### src/logic/cno_pkg.sv
package cno_pkg;
   // node states, gray coded along init -> preop -> op -> stop
   typedef enum logic [2:0] {
      CNO_RST_APP  = 3'b000,
      CNO_RST_COMM = 3'b001,
      CNO_PREOP    = 3'b011,
      CNO_OP       = 3'b010,
      CNO_STOP     = 3'b110
   } cno_state_t;

   localparam logic [3:0]  CNO_FC_NMT     = 4'h0;
   localparam logic [3:0]  CNO_FC_SYNC    = 4'h1;
   localparam logic [3:0]  CNO_FC_TIME    = 4'h2;
   localparam logic [3:0]  CNO_FC_EMCY    = 4'h1;
   localparam logic [3:0]  CNO_FC_TPDO1   = 4'h3;
   localparam logic [3:0]  CNO_FC_RPDO1   = 4'h4;
   localparam logic [3:0]  CNO_FC_SDO_TX  = 4'hb;
   localparam logic [3:0]  CNO_FC_SDO_RX  = 4'hc;
   localparam logic [3:0]  CNO_FC_HB      = 4'he;
   localparam logic [10:0] CNO_ID_NMT     = 11'h000;
   localparam logic [10:0] CNO_ID_SYNC    = 11'h080;
   localparam logic [10:0] CNO_ID_TIME    = 11'h100;
   localparam logic [6:0]  CNO_NODE_BCAST = 7'h00;

   localparam logic [7:0]  CNO_CS_START   = 8'h01;
   localparam logic [7:0]  CNO_CS_STOP    = 8'h02;
   localparam logic [7:0]  CNO_CS_PREOP   = 8'h80;
   localparam logic [7:0]  CNO_CS_RST_APP = 8'h81;
   localparam logic [7:0]  CNO_CS_RST_COM = 8'h82;
   localparam logic [3:0]  CNO_NMT_DLC    = 4'h2;

   localparam logic [7:0]  CNO_ER_NONE    = 8'h00;
   localparam logic [7:0]  CNO_ER_GENERIC = 8'h01;
   localparam logic [7:0]  CNO_ER_DEVICE  = 8'h80;
   localparam logic [15:0] CNO_EC_CLEAR   = 16'h0000;
   localparam logic [15:0] CNO_IDX_ERRREG = 16'h1001;
   localparam logic [3:0]  CNO_EMCY_DLC   = 4'h8;
   localparam logic [3:0]  CNO_HB_DLC     = 4'h1;
   localparam logic [7:0]  CNO_HB_BOOT    = 8'h00;
   localparam logic [7:0]  CNO_HB_STOP    = 8'h04;
   localparam logic [7:0]  CNO_HB_OP      = 8'h05;
   localparam logic [7:0]  CNO_HB_PREOP   = 8'h7f;
   localparam logic [39:0] CNO_MAKER_NONE = 40'h0;

   localparam int          CNO_CLK_HZ     = 20_000_000;
   localparam int          CNO_TICK_US    = 1000;
   localparam int          CNO_TICK_CYC   = CNO_CLK_HZ / 1_000_000 * CNO_TICK_US;

   // identifier = function code over node address
   function automatic logic [10:0] cno_cob(input logic [3:0] fc, input logic [6:0] node);
      cno_cob = {fc, node};
   endfunction : cno_cob
endpackage : cno_pkg

### src/logic/cno_nmt_node.sv
// How it works
// - power-up enters initialization unprompted
// - reset app then reset comm, automatic
// - then pre-operational plus one boot-up
// - command: id 0, cs, node (0=all)
// - 01 op, 02 stop, 80 pre-op
// - 81 app reset, 82 comm reset
// - execute commands, never acknowledge them
// - services gated by node state
// - heartbeat only, no node guarding
// - producer sends heartbeat every period
// - consumer flags loss after timeout
// - sync mode defers commands until sync
// - fault: send emergency, enter error
// - fault cleared: emergency code 0, normal
// - emergency 80h+node, code, errreg, maker
// - error register 0, 1, 80h
// - 11-bit ids, broadcast function codes
// - process data bases plus node
// - sdo and heartbeat bases plus node
`timescale 1ns/1ps
`default_nettype none
module cno_nmt_node
   import cno_pkg::*;
#(
   parameter int TICK_CYC = CNO_TICK_CYC
) (
   input  wire logic        clk,         // core clock
   input  wire logic        rst,         // sync reset, power-up
   input  wire logic [6:0]  node_id,     // own node address
   input  wire logic        rx_valid,    // received frame strobe
   input  wire logic [10:0] rx_id,       // received identifier
   input  wire logic [3:0]  rx_dlc,      // received length
   input  wire logic [7:0]  rx_b0,       // received byte 0
   input  wire logic [7:0]  rx_b1,       // received byte 1
   input  wire logic        app_done,    // application reset finished
   input  wire logic        comm_done,   // communication reset finished
   input  wire logic        sync_mode,   // defer commands to sync
   input  wire logic [15:0] hb_prod_ms,  // producer period, 0 off
   input  wire logic [15:0] hb_cons_ms,  // consumer timeout, 0 off
   input  wire logic [6:0]  hb_cons_node,// monitored producer
   input  wire logic        fault,       // internal fault level
   input  wire logic        fault_dev,   // fault is device-internal
   input  wire logic [15:0] fault_code,  // emergency code
   input  wire logic [39:0] fault_maker, // maker-defined code
   input  wire logic        tx_ready,    // transmitter accepts frame
   output logic             tx_valid,    // frame offered
   output logic [10:0]      tx_id,       // frame identifier
   output logic [3:0]       tx_dlc,      // frame length
   output logic [63:0]      tx_data,     // byte 0 in low bits
   output cno_state_t       state,       // node state
   output logic             pdo_en,      // process data allowed
   output logic             sdo_en,      // service data allowed
   output logic             sync_en,     // sync allowed
   output logic             time_en,     // time stamp allowed
   output logic             emcy_en,     // emergency allowed
   output logic             boot_en,     // boot-up allowed
   output logic             nmt_en,      // node control allowed
   output logic             sync_pulse,  // sync received, actuate
   output logic             app_rst_req, // application reset running
   output logic             comm_rst_req,// communication reset running
   output logic             in_error,    // error state
   output logic [7:0]       err_reg,     // dictionary 1001h
   output logic             hb_lost,     // consumer lost producer
   output logic [10:0]      cob_tpdo1,   // tx pdo 1 identifier
   output logic [10:0]      cob_rpdo1,   // rx pdo 1 identifier
   output logic [10:0]      cob_sdo_tx,  // sdo reply identifier
   output logic [10:0]      cob_sdo_rx   // sdo request identifier
);
   logic       tick;
   logic       cmd_hit;
   logic       cmd_ok;
   logic       pend;
   logic [7:0] pend_cs;
   logic       do_cmd;
   logic [7:0] do_cs;
   logic       boot_pend;
   logic       emcy_pend;
   logic       emcy_is_clear;
   logic       hb_pend;
   logic [15:0] hb_age;
   logic       hb_rx;
   logic       fault_q;
   cno_state_t next_state;
   logic       tx_fire;

   cno_ms_tick #(.TICK_CYC(TICK_CYC)) u_tick (
      .clk  (clk),
      .rst  (rst),
      .tick (tick)
   );

   assign hb_rx = rx_valid && rx_id == cno_cob(CNO_FC_HB, hb_cons_node);

   cno_hb_consumer u_hbc (
      .clk        (clk),
      .rst        (rst),
      .tick       (tick),
      .timeout_ms (hb_cons_ms),
      .hb_seen    (hb_rx),
      .lost       (hb_lost)
   );

   always_comb begin
      pdo_en  = state == CNO_OP;
      sdo_en  = state == CNO_OP || state == CNO_PREOP;
      sync_en = sdo_en;
      time_en = sdo_en;
      emcy_en = sdo_en;
      boot_en = state == CNO_RST_APP || state == CNO_RST_COMM;
      nmt_en  = sdo_en || state == CNO_STOP;
   end

   assign cmd_hit = rx_valid && rx_id == CNO_ID_NMT && rx_dlc == CNO_NMT_DLC && nmt_en
                    && (rx_b1[6:0] == node_id || rx_b1[6:0] == CNO_NODE_BCAST) && !rx_b1[7];
   assign cmd_ok  = rx_b0 == CNO_CS_START || rx_b0 == CNO_CS_STOP || rx_b0 == CNO_CS_PREOP
                    || rx_b0 == CNO_CS_RST_APP || rx_b0 == CNO_CS_RST_COM;

   assign sync_pulse = rx_valid && rx_id == CNO_ID_SYNC && sync_en;

   always_ff @(posedge clk) begin
      if (rst || !nmt_en) begin
         pend    <= 1'b0;
         pend_cs <= CNO_CS_PREOP;
      end else if (cmd_hit && cmd_ok && sync_mode) begin
         pend    <= 1'b1;
         pend_cs <= rx_b0;
      end else if (sync_pulse || !sync_mode) begin
         pend    <= 1'b0;
      end
   end

   always_comb begin
      do_cmd = 1'b0;
      do_cs  = rx_b0;
      if (cmd_hit && cmd_ok && !sync_mode) begin
         do_cmd = 1'b1;
      end else if (pend && sync_pulse) begin
         do_cmd = 1'b1;
         do_cs  = pend_cs;
      end
   end

   always_comb begin
      next_state = state;
      case (state)
         CNO_RST_APP:  if (app_done) next_state = CNO_RST_COMM;
         CNO_RST_COMM: if (comm_done) next_state = CNO_PREOP;
         CNO_PREOP, CNO_OP, CNO_STOP: begin
            if (do_cmd) begin
               case (do_cs)
                  CNO_CS_START:   next_state = CNO_OP;
                  CNO_CS_STOP:    next_state = CNO_STOP;
                  CNO_CS_PREOP:   next_state = CNO_PREOP;
                  CNO_CS_RST_APP: next_state = CNO_RST_APP;
                  CNO_CS_RST_COM: next_state = CNO_RST_COMM;
                  default:        next_state = state;
               endcase
            end
         end
         default: next_state = CNO_RST_APP;
      endcase
   end

   always_ff @(posedge clk) begin
      if (rst) begin
         state <= CNO_RST_APP;
      end else begin
         state <= next_state;
      end
   end

   assign app_rst_req  = state == CNO_RST_APP;
   assign comm_rst_req = state == CNO_RST_COMM;

   always_ff @(posedge clk) begin
      if (rst) begin
         fault_q  <= 1'b0;
         in_error <= 1'b0;
         err_reg  <= CNO_ER_NONE;
      end else begin
         fault_q <= fault;
         if (fault && !fault_q) begin
            in_error <= 1'b1;
            err_reg  <= fault_dev ? CNO_ER_DEVICE : CNO_ER_GENERIC;
         end else if (!fault && fault_q) begin
            in_error <= 1'b0;
            err_reg  <= CNO_ER_NONE;
         end
      end
   end

   // emergency requests; edge wins over send
   always_ff @(posedge clk) begin
      if (rst) begin
         emcy_pend     <= 1'b0;
         emcy_is_clear <= 1'b0;
      end else if (fault != fault_q) begin
         emcy_pend     <= 1'b1;
         emcy_is_clear <= !fault;
      end else if (tx_fire && tx_id == cno_cob(CNO_FC_EMCY, node_id)) begin
         emcy_pend <= 1'b0;
      end
   end

   always_ff @(posedge clk) begin
      if (rst) begin
         boot_pend <= 1'b0;
      end else if (state == CNO_RST_COMM && next_state == CNO_PREOP) begin
         boot_pend <= 1'b1;
      end else if (tx_fire && tx_data[7:0] == CNO_HB_BOOT && tx_id == cno_cob(CNO_FC_HB, node_id)) begin
         boot_pend <= 1'b0;
      end
   end

   always_ff @(posedge clk) begin
      if (rst || hb_prod_ms == '0 || boot_en) begin
         hb_age  <= '0;
         hb_pend <= 1'b0;
      end else if (tick && hb_age + 1'b1 >= hb_prod_ms) begin
         hb_age  <= '0;
         hb_pend <= 1'b1;
      end else begin
         if (tick) begin
            hb_age <= hb_age + 1'b1;
         end
         if (tx_fire && !boot_pend && !(emcy_pend && emcy_en)) begin
            hb_pend <= 1'b0;
         end
      end
   end

   // transmit selection, boot then emergency then heartbeat
   always_comb begin
      tx_valid = 1'b0;
      tx_id    = cno_cob(CNO_FC_HB, node_id);
      tx_dlc   = CNO_HB_DLC;
      tx_data  = '0;
      if (boot_pend) begin
         tx_valid = 1'b1;
         tx_data[7:0] = CNO_HB_BOOT;
      end else if (emcy_pend && emcy_en) begin
         tx_valid = 1'b1;
         tx_id    = cno_cob(CNO_FC_EMCY, node_id);
         tx_dlc   = CNO_EMCY_DLC;
         tx_data  = {emcy_is_clear ? CNO_MAKER_NONE : fault_maker, err_reg,
                     emcy_is_clear ? CNO_EC_CLEAR : fault_code};
      end else if (hb_pend) begin
         tx_valid = 1'b1;
         tx_data[7:0] = state == CNO_STOP ? CNO_HB_STOP : state == CNO_OP ? CNO_HB_OP : CNO_HB_PREOP;
      end
   end
   assign tx_fire = tx_valid && tx_ready;

   assign cob_tpdo1  = cno_cob(CNO_FC_TPDO1, node_id);
   assign cob_rpdo1  = cno_cob(CNO_FC_RPDO1, node_id);
   assign cob_sdo_tx = cno_cob(CNO_FC_SDO_TX, node_id);
   assign cob_sdo_rx = cno_cob(CNO_FC_SDO_RX, node_id);

   property p_reset_init;
      @(posedge clk) rst |=> state == CNO_RST_APP;
   endproperty
   a_reset_init: assert property (p_reset_init) else $error("reset did not enter init");
   property p_boot;
      @(posedge clk) disable iff (rst) state == CNO_RST_COMM && comm_done |=> state == CNO_PREOP && boot_pend;
   endproperty
   a_boot: assert property (p_boot) else $error("no boot-up after init");
   property p_gate;
      @(posedge clk) disable iff (rst) pdo_en |-> sdo_en && nmt_en && !boot_en;
   endproperty
   a_gate: assert property (p_gate) else $error("gating wrong");
   property p_start;
      @(posedge clk) disable iff (rst)
         cmd_hit && !sync_mode && rx_b0 == CNO_CS_START |=> state == CNO_OP;
   endproperty
   a_start: assert property (p_start) else $error("start ignored");
   property p_defer;
      @(posedge clk) disable iff (rst)
         pend && !sync_pulse && sync_mode && nmt_en |=> $stable(state);
   endproperty
   a_defer: assert property (p_defer) else $error("command not deferred");
   property p_fault;
      @(posedge clk) disable iff (rst) $rose(fault) |=> ##1 in_error && err_reg != CNO_ER_NONE;
   endproperty
   a_fault: assert property (p_fault) else $error("fault not flagged");
   property p_emcy;
      @(posedge clk) disable iff (rst)
         tx_valid && tx_dlc == CNO_EMCY_DLC |-> tx_id == {CNO_FC_EMCY, node_id} && tx_data[23:16] == err_reg;
   endproperty
   a_emcy: assert property (p_emcy) else $error("emergency frame bad");
   // no answer frame to a command
   property p_noack;
      @(posedge clk) disable iff (rst) tx_valid |-> tx_id != CNO_ID_NMT;
   endproperty
   a_noack: assert property (p_noack) else $error("command acknowledged");

   c_op: cover property (@(posedge clk) state == CNO_OP);
   c_emcy: cover property (@(posedge clk) tx_fire && tx_dlc == CNO_EMCY_DLC);
   c_lost: cover property (@(posedge clk) hb_lost);
endmodule : cno_nmt_node
`default_nettype wire

### src/logic/cno_ms_tick.sv
`timescale 1ns/1ps
`default_nettype none
module cno_ms_tick
   import cno_pkg::*;
#(
   parameter int TICK_CYC = CNO_TICK_CYC
) (
   input  wire logic clk,   // core clock
   input  wire logic rst,   // sync reset
   output logic      tick   // one pulse per millisecond
);
   logic [$clog2(TICK_CYC)-1:0] cnt;

   always_ff @(posedge clk) begin
      if (rst || cnt == ($clog2(TICK_CYC))'(TICK_CYC - 1)) begin
         cnt <= '0;
      end else begin
         cnt <= cnt + 1'b1;
      end
   end

   always_ff @(posedge clk) begin
      tick <= !rst && cnt == ($clog2(TICK_CYC))'(TICK_CYC - 1);
   end
endmodule : cno_ms_tick
`default_nettype wire

### src/logic/cno_hb_consumer.sv
`timescale 1ns/1ps
`default_nettype none
module cno_hb_consumer
   import cno_pkg::*;
(
   input  wire logic        clk,        // core clock
   input  wire logic        rst,        // sync reset
   input  wire logic        tick,       // millisecond tick
   input  wire logic [15:0] timeout_ms, // 0 disables monitoring
   input  wire logic        hb_seen,    // heartbeat from producer
   output logic             lost        // sticky until next heartbeat
);
   logic [15:0] age;

   always_ff @(posedge clk) begin
      if (rst || hb_seen || timeout_ms == '0) begin
         age  <= '0;
         lost <= 1'b0;
      end else if (tick && !lost) begin
         age <= age + 1'b1;
         if (age + 1'b1 >= timeout_ms) begin
            lost <= 1'b1;
         end
      end
   end
endmodule : cno_hb_consumer
`default_nettype wire

### config.mk
export PLATFORM = sky130hd
export DESIGN_NAME = cno_nmt_node
export DESIGN_NICKNAME = d
export VERILOG_FILES = /design/src/logic/cno_pkg.sv /design/src/logic/cno_nmt_node.sv /design/src/logic/cno_ms_tick.sv /design/src/logic/cno_hb_consumer.sv
export SDC_FILE = /design/constraint.sdc
export NUM_CORES = 1
export LEC_CHECK = 0
export BUFFER_PORTS_ARGS = -buffer_cell sky130_fd_sc_hd__buf_2
export CORE_AREA = 2 2 112 114
export CTS_BUF_LIST = sky130_fd_sc_hd__clkbuf_4
export DETAILED_ROUTE_END_ITERATION = 6
export DIE_AREA = 0 0 114 116
export GPL_TIMING_DRIVEN = 0
export PLACE_DENSITY = 0.81
export REMOVE_ABC_BUFFERS = 1
export SLEW_MARGIN = 30
export SYNTH_ARGS = -nofsm -noshare
export SYNTH_HDL_FRONTEND = slang
export SYNTH_SLANG_ARGS = --single-unit
### constraint.sdc
create_clock -name clk -period 4 [get_ports clk]
set_input_delay 0.6 -clock clk [delete_from_list [all_inputs] [get_ports clk]]
set_output_delay 0.6 -clock clk [all_outputs]
set_load 0.01 [all_outputs]
==> impl_metrics.toml, run 1 <==
[synth]
ys_ff_latch = 69
synth_area_mm2 = 0.00550
synthSimpleGateAreaFrac_pct = 29.1
synth_compound_area_share_pct = 8.94
ys_seq_area_share_pct = 25.1
synthArstFlopShare_pct = 0
synthXorXnorAreaFrac_pct = 13.2
synth_top_family_by_area = "simple AND/OR/NAND/NOR gates"
yosys_warnings = 0
yosysTopAreaCell = "dfxtp_1"
synth_top_area_share_pct = 25.1
synthMuxAreaShare_pct = 1.30
synth-edff-count = 0
synthAdderAreaFrac_pct = 8.19
synth_ff_type = "dfxtp_1"
syn_inst = 714
ys_types = 55
syn_avg_cell_area_um2 = 7.71
synthTopCellsByArea = "dfxtp_1 (25%), buf_4 (9.8%), xor2_1 (8.3%)"

[detailed_routing]
route.detailed.drc = 0
avgViaCountPerCell = 5.05
wire_per_inst_um = 14.6
ant_nets = 0
num_vias = 5422
drt_pass1_iterations = 5
routed_wl_mm = 15.7
drtIter0Drc = 198

[clock_network]
ctsResizeCount = 0
cts_sinks = 69
ctsHoldBuffers = 0
cts_tree = "yes"
cts_setup_buffers = 0
cts_root_buf = "clkbuf_4"
clock_latency_ps = 410
clock_path_buffers = 2
cts_buffers = 9
path_clk_slew_ps = 110
cts_htree_levels = 3

[run_status]
status = "finished clean"

[global_route]
antenna_found_initial = 2
top_usage_layer = "met2"
grt_pass1_wl_mm = 22.8
grt_use_total_pct = 22.1
grt_util_met1_pct = 25.2
grt_max_degree = 48
grt_pass1_vias = 4745
global_route.usage.met3_pct = 5.13
gr-total-overflow = 0
grt_util_met2_pct = 40.1

[floorplan]
fp.dieW_um = 114
core_area_mm2 = 0.0119
dieArea_mm2 = 0.0132
rows = 40
io_pins = 289
start_util_pct = 46.2
dieHeight_um = 116

[sta]
setup_viol = 0
setup_tns_ps = 0
max_freq_ghz = 0.268
fin_crit_ps = 3730
fin_ws_ps = 266
clock_skew_ps = 15.9
slew_headroom_pct = 50.7
finalMaxSlewViolations = 0
rsz0062_at_grt = "false"
fin_crit_sh_pct = 93.3
hold_viol_final = 0
tightestPinTransition_ps = 740

[worst_hold_path]
hold_path_depth = 3
hold_path.class = "in -> reg"

[placed_design]
dp_hpwl_mm = 13.1
dp_slack_ps = 368
portBuffers = 258
place.gp.congestion = 0.872

[worst_setup_path]
reg2regPathDepth = 14
end_kind = "flip-flop"
startpoint_type = "flip-flop"
worstPathRequired_ps = 4340
worstPathMaxFanout = 16
cp_data_arrival_time_ps = 4070
path_class = "reg -> reg"

[flow_run]
max_cap_violations = 0

[layout]
drive_gt1_share_pct = 30.3
top_regs = "hb_age x16, u_hbc.age x16, u_tick.cnt x15"
multi_input_area_mm2 = 0.00347
nFillCells = 1185
nets = 1098
area_growth_pct = 20.6
register_area_mm2 = 0.00138

[pwr]
power_density_mw_per_mm2 = 217
p_leak_nw = 3.48
finalPower_mw = 1.44
max-vdd-ir-drop_uv = 113
[placed cells by master, fill, tap and decap left out, types with 2 or more instances in the layout]
master | Yosys | layout
buf_2 | 0 | 258
nor2_1 | 82 | 81
dfxtp_1 | 69 | 69
and2_1 | 53 | 53
xor2_1 | 52 | 52
nand2_1 | 45 | 45
inv_1 | 42 | 42
ha_1 | 36 | 36
xnor2_1 | 31 | 31
conb_1 | 2 | 30
nand3_1 | 26 | 26
a21oi_1 | 25 | 25
nand4_1 | 20 | 20
nor4_1 | 15 | 15
and3_1 | 15 | 15
nor3_1 | 14 | 14
o21ai_0 | 12 | 12
nand2b_1 | 11 | 11
clkbuf_4 | 0 | 9
nor2b_1 | 8 | 8
a21o_1 | 7 | 7
or3_1 | 6 | 6
mux2i_1 | 6 | 6
a211oi_1 | 3 | 3
o211ai_1 | 3 | 3
o31ai_1 | 3 | 3
a41oi_1 | 3 | 3
nor3b_1 | 3 | 3
clkinv_1 | 0 | 3
clkinv_2 | 0 | 3
and4_1 | 2 | 2
and4b_1 | 2 | 2
a22oi_1 | 2 | 2
[cell usage after synthesis, drive strengths merged, types with 7 or more instances]
| master | count |
|---|---|
| nor4 | 15 |
| a21oi | 25 |
| nand2b | 11 |
| ha | 36 |
| nor3 | 14 |
| nand2 | 45 |
| dfxtp | 69 |
| nand3 | 26 |
| clkbuf | 18 |
| inv | 42 |
| xor2 | 52 |
| nor2b | 8 |
| nor2 | 82 |
| and3 | 15 |
| nand4 | 20 |
| a21o | 7 |
| o21ai | 13 |
| xnor2 | 31 |
| buf | 74 |
| and2 | 53 |
[metrics by stage]
step	hold WS [ps]	area, µm²	instances	utilization, %
2_1_floorplan	426	4990	650	-
3_3_place_gp	441	6470	1055	54.3
3_5_place_dp	453	6510	1056	54.7
4_1_cts	429	6630	1072	55.7
5_1_grt	449	6640	1073	55.7
6_report	456	6640	1073	55.7
[layer usage]
metal	vias to the layer above	share of wire, %
met5	-	0
met4	0	2.7
met3	26	6.6
met2	237	49
met1	2439	42
li1	2720	-
[final timing paths]
check | startpoint | end | slack (ps)
worst min-delay path | comm_done | boot_pend | 460
worst max register to register | hb_age[0] | hb_age[13] | 270
worst min register to register | u_tick.cnt[0] | u_tick.cnt[0] | 470
worst max-delay path | hb_age[0] | hb_age[13] | 270
[power by group]
group          internal, mW  leakage [nW]  switching [mW]
sequential            0.697         0.558          0.0132
combinational         0.137          2.85           0.175
clock                 0.181        0.0720           0.240
total                  1.02          3.48           0.428
[final cells by class]
| type | instances | share of cell area (%) |
|---|---|---|
| antenna | 1 | 0.0377 |
| tap | 147 | 2.77 |
| sequential | 69 | 20.8 |
| clock inverter | 7 | 0.848 |
| clock buffer | 9 | 1.02 |
| inverter | 42 | 2.38 |
| timing repair buffer | 259 | 19.9 |
| multi-input combinational | 539 | 52.3 |
[kinds of logic after synthesis]
| kind of cell | Yosys count |
|---|---|
| mux | 7 |
| other cells | 2 |
| simple gates | 309 |
| compound gates | 74 |
| fa+ha+maj | 36 |
| buf+inv | 134 |
| xor+xnor | 83 |
| flops | 69 |
[worst max-delay path, cell delays in order (launching register included)]
cell,delay [ps]
dfxtp_1,470
ha_1,250
and3_1,230
and3_1,290
and3_1,310
nand3_1,140
nor2_1,150
xor2_1,170
ha_1,260
a21o_1,180
a21oi_1,180
nand2_1,80
a211oi_1,460
o21bai_2,330
nor2_1,170
Note: power is estimated with default switching activity, not from simulation.
==> inputs of run 2 (changes only) <==
--- a/config.mk
+++ b/config.mk
@@ -5,13 +5,14 @@
 export SDC_FILE = /design/constraint.sdc
 export NUM_CORES = 1
 export LEC_CHECK = 0
+export ABC_AREA = 1
 export BUFFER_PORTS_ARGS = -buffer_cell sky130_fd_sc_hd__buf_2
-export CORE_AREA = 2 2 112 114
+export CORE_AREA = 2 2 111 113
 export CTS_BUF_LIST = sky130_fd_sc_hd__clkbuf_4
 export DETAILED_ROUTE_END_ITERATION = 6
-export DIE_AREA = 0 0 114 116
+export DIE_AREA = 0 0 113 115
 export GPL_TIMING_DRIVEN = 0
-export PLACE_DENSITY = 0.81
+export PLACE_DENSITY = 0.83
 export REMOVE_ABC_BUFFERS = 1
 export SLEW_MARGIN = 30
 export SYNTH_ARGS = -nofsm -noshare
==> constraint.sdc (replaced) <==
create_clock -name clk -period 4 [get_ports clk]
set_input_delay 0.6 -clock clk [delete_from_list [all_inputs] [get_ports clk]]
set_output_delay 0.6 -clock clk [all_outputs]
set_load 0.1 [all_outputs]
==> run 2 against run 1 <==
The flow now finishes with violations (DRC). Count of clock-buffer cells in the layout is the same. Utilization is 1.2 points higher. Combinational power grew 100%. Critical path type is now reg -> out. Largest cell class unchanged. Highest routed layer unchanged.
==> impl_metrics.toml, run 2 <==
[clock_network]
clock_latency_ps = 430
cts_root_buf = "clkbuf_4"
cts_tree = "yes"
cts_htree_levels = 3
clock_path_buffers = 2
cts_buffers = 9
path_clk_slew_ps = 130
cts_sinks = 69

[synth]
synthTopCellsByArea = "dfxtp_1 (25%), inv_1 (10%), buf_4 (9.7%)"
ys_ff_latch = 69
synth_area_mm2 = 0.00559
synth_ff_type = "dfxtp_1"
synth_top_cells_by_count = "inv_1 (153), nand2_1 (117), nor2_1 (111)"
syn_avg_cell_area_um2 = 6.63
synth_top_area_share_pct = 24.7
ys_types = 39
yosysTopAreaCell = "dfxtp_1"
synth-edff-count = 0
ys_seq_area_share_pct = 24.7
yosys_warnings = 0
yosysMostFrequentCell = "inv_1"
syn_inst = 843
synthArstFlopShare_pct = 0

[detailed_routing]
avgViaCountPerCell = 4.77
routed_wl_mm = 17.0
num_vias = 5765
drtIter0Drc = 339
drt_pass1_iterations = 7
ant_nets = 0
route.detailed.drc = 40
wire_per_inst_um = 14.1

[sta]
setup_tns_ps = 0
tightestPinTransition_ps = 690
fin_ws_ps = 363
clock_skew_ps = 26.9
max_freq_ghz = 0.275
slew_headroom_pct = 53.9
rsz0062_at_grt = "false"
hold_viol_final = 0
setup_viol = 0
fin_crit_ps = 3640
fin_crit_sh_pct = 90.9
finalMaxSlewViolations = 0

[layout]
nFillCells = 1190
top_regs = "hb_age x16, u_hbc.age x16, u_tick.cnt x15"
area_growth_pct = 20.3
nets = 1234
drive_gt1_share_pct = 29.6
final_cell_mix = "buf_2 (258), inv_1 (153), nand2_1 (116)"
final_common_cell = "buf_2"
final_core_util_pct = 56.9
final_cells = 1208

[floorplan]
dieArea_mm2 = 0.0130
dieHeight_um = 115
core_area_mm2 = 0.0118
start_util_pct = 47.3
rows = 40
io_pins = 289
fp.dieW_um = 113

[pwr]
pwr-share-comb_pct = 37.1
power_switching_uw = 782
power_density_mw_per_mm2 = 255
pwr-share-seq_pct = 40.9
finalPower_mw = 1.72
max-vdd-ir-drop_uv = 272
p_int_uw = 934
p_leak_nw = 3.77
switching_share_pct = 45.6
clkPwrFrac_pct = 22.1

[placed_design]
dp_hpwl_mm = 14.5
portBuffers = 258
dp_cells = 1190
dp_slack_ps = 190
place.gp.congestion = 0.981

[global_route]
grt_pass1_wl_mm = 25.5
grt_max_degree = 38
antenna_found_initial = 1
grt_pass1_vias = 5198
grt_use_total_pct = 25.2
gr-total-overflow = 0

[worst_setup_path]
worstPathRequired_ps = 3400
startpoint_type = "flip-flop"
worstPathMaxFanout = 37
cp-startpoint = "state[1]"
r2r_start = "hb_age[0]"
cp_data_arrival_time_ps = 3040
end_kind = "output port"
path_class = "reg -> out"

[run_status]
status = "complete, but fails checks"
failed_checks = "DRC"

[flow_run]
max_cap_violations = 0

[worst_hold_path]
hold_start = "fault_dev"
hold_path.class = "in -> reg"
run 2: what timing repair did:
action	4_1_cts	5_1_grt
hold buffers	0	0
endpoints found under the hold margin	0	0
gates resized for setup	0	1
buffers inserted	0	2
setup endpoints to repair	0	21
run 2: stage by stage:
stage / area [µm²] / hold slack (ps)
finish: 6730 / 435
floorplan: 5100 / 418
global route: 6720 / 419
CTS: 6710 / 421
detailed placement: 6600 / 444
global placement: 6570 / 431
run 2: power groups by stage:
stage,sequential (mW),combinational [mW],clock (mW)
2_1_floorplan,0.737,0.323,0
3_3_place_gp,0.717,0.628,0
3_5_place_dp,0.717,0.634,0
4_1_cts,0.702,0.636,0.387
5_1_grt,0.704,0.667,0.415
6_report,0.702,0.636,0.379
run 2: cell type report:
cell class / count / area, µm² / share of cell area (%)
multi-input combinational: 553 / 3110 / 46.3
sequential: 69 / 1380 / 20.5
antenna: 1 / 2.50 / 0.0372
clock buffer: 9 / 67.6 / 1.00
timing repair buffer: 261 / 1330 / 19.7
clock inverter: 6 / 41.3 / 0.614
inverter: 162 / 608 / 9.04
tap: 147 / 184 / 2.73
run 2: kinds of logic (layout without fill, tap and decap cells):
family                     count (synthesis)  in the layout  synth area share, %
DFF                                       69             69                 24.7
adders and majority gates                 36             36                 8.06
AOI/OAI and AO/OA                         99             99                 9.87
buffers and inverters                    249            438                 21.6
and+or+nand+nor                          343            343                 28.4
xor gates and xnor gates                  45             45                 7.32
other                                      2             31                0.134
run 2: worst max-delay path, cell delays in order, from the launching register on:
cell and delay [ps]:
dfxtp_1 430, inv_2 90, nor2_4 240, nand2_1 290
nor2_2 300, nand2_2 240, buf_12 240, nor2_1 280
buf_2 500
run 2: final timing paths:
| kind | slack, ps | endpoint | cells after the start |
|---|---|---|---|
| worst max-delay path | 360 | tx_data[35] | 8 |
| worst min-delay path | 440 | err_reg[0] | 3 |
| worst max register to register | 500 | hb_age[7] | 19 |
| worst min register to register | 450 | u_tick.cnt[0] | 1 |
run 2: per-layer routing:
metal	track usage, %	share of wire [%]
met5	0	0
met4	7.07	1.1
met3	11.8	12
met2	40.3	44
met1	30.6	43
==> inputs of run 3 (changes only) <==
--- a/config.mk
+++ b/config.mk
@@ -7,13 +7,15 @@
 export LEC_CHECK = 0
 export ABC_AREA = 1
 export BUFFER_PORTS_ARGS = -buffer_cell sky130_fd_sc_hd__buf_2
-export CORE_AREA = 2 2 111 113
+export CORE_ASPECT_RATIO = 2
+export CORE_MARGIN = 1
+export CORE_UTILIZATION = 43
 export CTS_BUF_LIST = sky130_fd_sc_hd__clkbuf_4
 export DETAILED_ROUTE_END_ITERATION = 6
-export DIE_AREA = 0 0 113 115
 export GPL_TIMING_DRIVEN = 0
-export PLACE_DENSITY = 0.83
+export PLACE_DENSITY = 0.8
 export REMOVE_ABC_BUFFERS = 1
+export SETUP_SLACK_MARGIN = 0.5
 export SLEW_MARGIN = 30
 export SYNTH_ARGS = -nofsm -noshare
 export SYNTH_HDL_FRONTEND = slang
==> constraint.sdc (replaced) <==
create_clock -name clk -period 3.3 [get_ports clk]
set_input_delay 0.495 -clock clk [delete_from_list [all_inputs] [get_ports clk]]
set_output_delay 0.495 -clock clk [all_outputs]
set_load 0.1 [all_outputs]
==> run 3 against run 2 <==
Cell area increased by 15%. Critical path depth grew 9. Wire length up 13%. Global-route usage rose by 2.2 points. The flow now finishes without violations. Highest routed layer unchanged. Sequential share of layout area fell by 2.3 points. Hold slack worse by 120 ps. Critical endpoint is now hb_age[8]. Register-to-register slack lost 480 ps. Non-clock buffer count rose by 51.
==> impl_metrics.toml, run 3 (synthesized netlist as in run 2, its figures left out) <==
[clock_network]
cts_tree = "yes"
clock_latency_ps = 440
cts_sinks = 69
ctsHoldBuffers = 0
cts_root_buf = "clkbuf_4"
clock_path_buffers = 2
path_clk_slew_ps = 120
cts_htree_levels = 3
cts_buffers = 9

[pwr]
power_density_mw_per_mm2 = 280
max-vdd-ir-drop_uv = 363
p_leak_nw = 4.24
finalPower_mw = 2.17

[floorplan]
start_util_pct = 44.3
fp.dieW_um = 82.6
core_area_mm2 = 0.0126
dieArea_mm2 = 0.0135
rows = 58
dieHeight_um = 163
io_pins = 289

[placed_design]
place.gp.congestion = 0.869
dp_slack_ps = -566
portBuffers = 258
dp_cells = 1193
dp_hpwl_mm = 14.2

[layout]
drive_gt1_share_pct = 38.7
area_growth_pct = 38.5
final_core_util_pct = 61.3
final_cell_mix = "buf_2 (213), inv_1 (151), nand2_1 (112)"
nets = 1286
final_cells = 1264
final_common_cell = "buf_2"
top_regs = "hb_age x16, u_hbc.age x16, u_tick.cnt x15"

[worst_setup_path]
worstPathRequired_ps = 3680
reg2regPathDepth = 17
path_class = "reg -> reg"
r2r_start = "hb_age[0]"
startpoint_type = "flip-flop"
r2r_end = "hb_age[8]"
cp_data_arrival_time_ps = 3660
regToRegSetupSlack_ps = 20
worstPathMaxFanout = 8
end_kind = "flip-flop"

[detailed_routing]
avgViaCountPerCell = 4.99
wire_per_inst_um = 15.2
routed_wl_mm = 19.2
num_vias = 6312
route.detailed.drc = 0
drt_pass1_iterations = 5
drtIter0Drc = 246
ant_nets = 0

[worst_hold_path]
hold_path_depth = 3
hold_start = "fault_dev"
min_to = "err_reg[7]"
hold_path.class = "in -> reg"

[global_route]
grt_max_degree = 39
antenna_found_initial = 2
grt_pass1_wl_mm = 27.2
grt_use_total_pct = 27.4
gr-total-overflow = 0
grt_pass1_vias = 5889

[sta]
rsz0062_at_grt = "true"
fin_ws_ps = 18.6
fin_crit_ps = 3280
fin_crit_sh_pct = 99.4
tightestPinTransition_ps = 727
clock_skew_ps = 25.6
hold_viol_final = 0
finalMaxSlewViolations = 0
max_freq_ghz = 0.305
slew_headroom_pct = 51.5
setup_viol = 0

[flow_run]
max_cap_violations = 0

[run_status]
status = "finished clean"
run 3: cell types whose count changed in the layout (fill, tap and decap cells not counted), moves of 10 or more:
cell	delta
a21oi_2	+10
a21oi_1	-10
nor3_4	+10
buf_2	-45
nand3_2	+12
buf_6	+14
buf_4	+76
dfxtp_1	-11
nand3_1	-15
run 3: where the power goes:
| group | switching, mW | internal, mW |
|---|---|---|
| clock | 0.318 | 0.219 |
| combinational | 0.638 | 0.150 |
| sequential | 0.00907 | 0.838 |
| total | 0.964 | 1.21 |
run 3: worst max-delay path by stage:
stage                             end      start  cells after the start
after detailed placement    hb_age[7]  hb_age[0]                     18
after global placement    tx_data[57]   state[1]                      7
after global routing        hb_age[8]  hb_age[1]                     22
after CTS                   hb_age[7]  hb_age[0]                     19
after floorplan           tx_data[16]   state[1]                      6
final                       hb_age[8]  hb_age[0]                     17
run 3: per-layer routing:
layer	vias up	routed length, µm	track usage [%]
li1	3096	-	-
met1	2907	6610	25.7
met2	267	9890	50.0
met3	42	2100	11.8
met4	0	600	11.0
met5	-	0	0
run 3: repair_timing:
action | in CTS | in global routing
endpoints found under the setup margin | 82 | 72
cloned | 1 | 1
buffers inserted | 43 | 9
pin swaps | 28 | 18
resized for setup | 69 | 120
run 3: cell type report:
class,instances,area [µm²]
Fill cell,1156,4880
Clock buffer,9,67.6
Sequential cell,69,1410
Timing Repair Buffer,312,1900
Clock inverter,6,55.1
Multi-Input combinational cell,553,3510
Timing Repair inverter,1,5.00
Antenna cell,2,5.00
Tap cell,150,188
Inverter,162,612
run 3: critical path, cell delays in order (launching register included):
cell	delay [ps]
dfxtp_4	390
nand3_4	90
nor3_4	220
nand3_2	170
nor3_4	200
nand3_2	140
nor2_4	170
nand4_4	100
xnor2_2	160
ha_1	290
a21oi_1	140
o21ai_0	150
a21oi_2	160
nand3_2	120
nand2_2	90
nand4_1	210
buf_6	240
a211oi_2	180
run 3: through the flow:
| stage | setup TNS [ps] | instance area (µm²) | hold slack, ps |
|---|---|---|---|
| 2_1_floorplan | -439170 | 5100 | 418 |
| 3_3_place_gp | -29470 | 6580 | 435 |
| 3_5_place_dp | -7480 | 6600 | 443 |
| 4_1_cts | 0 | 7310 | 297 |
| 5_1_grt | -851 | 7740 | 298 |
| 6_report | 0 | 7740 | 313 |
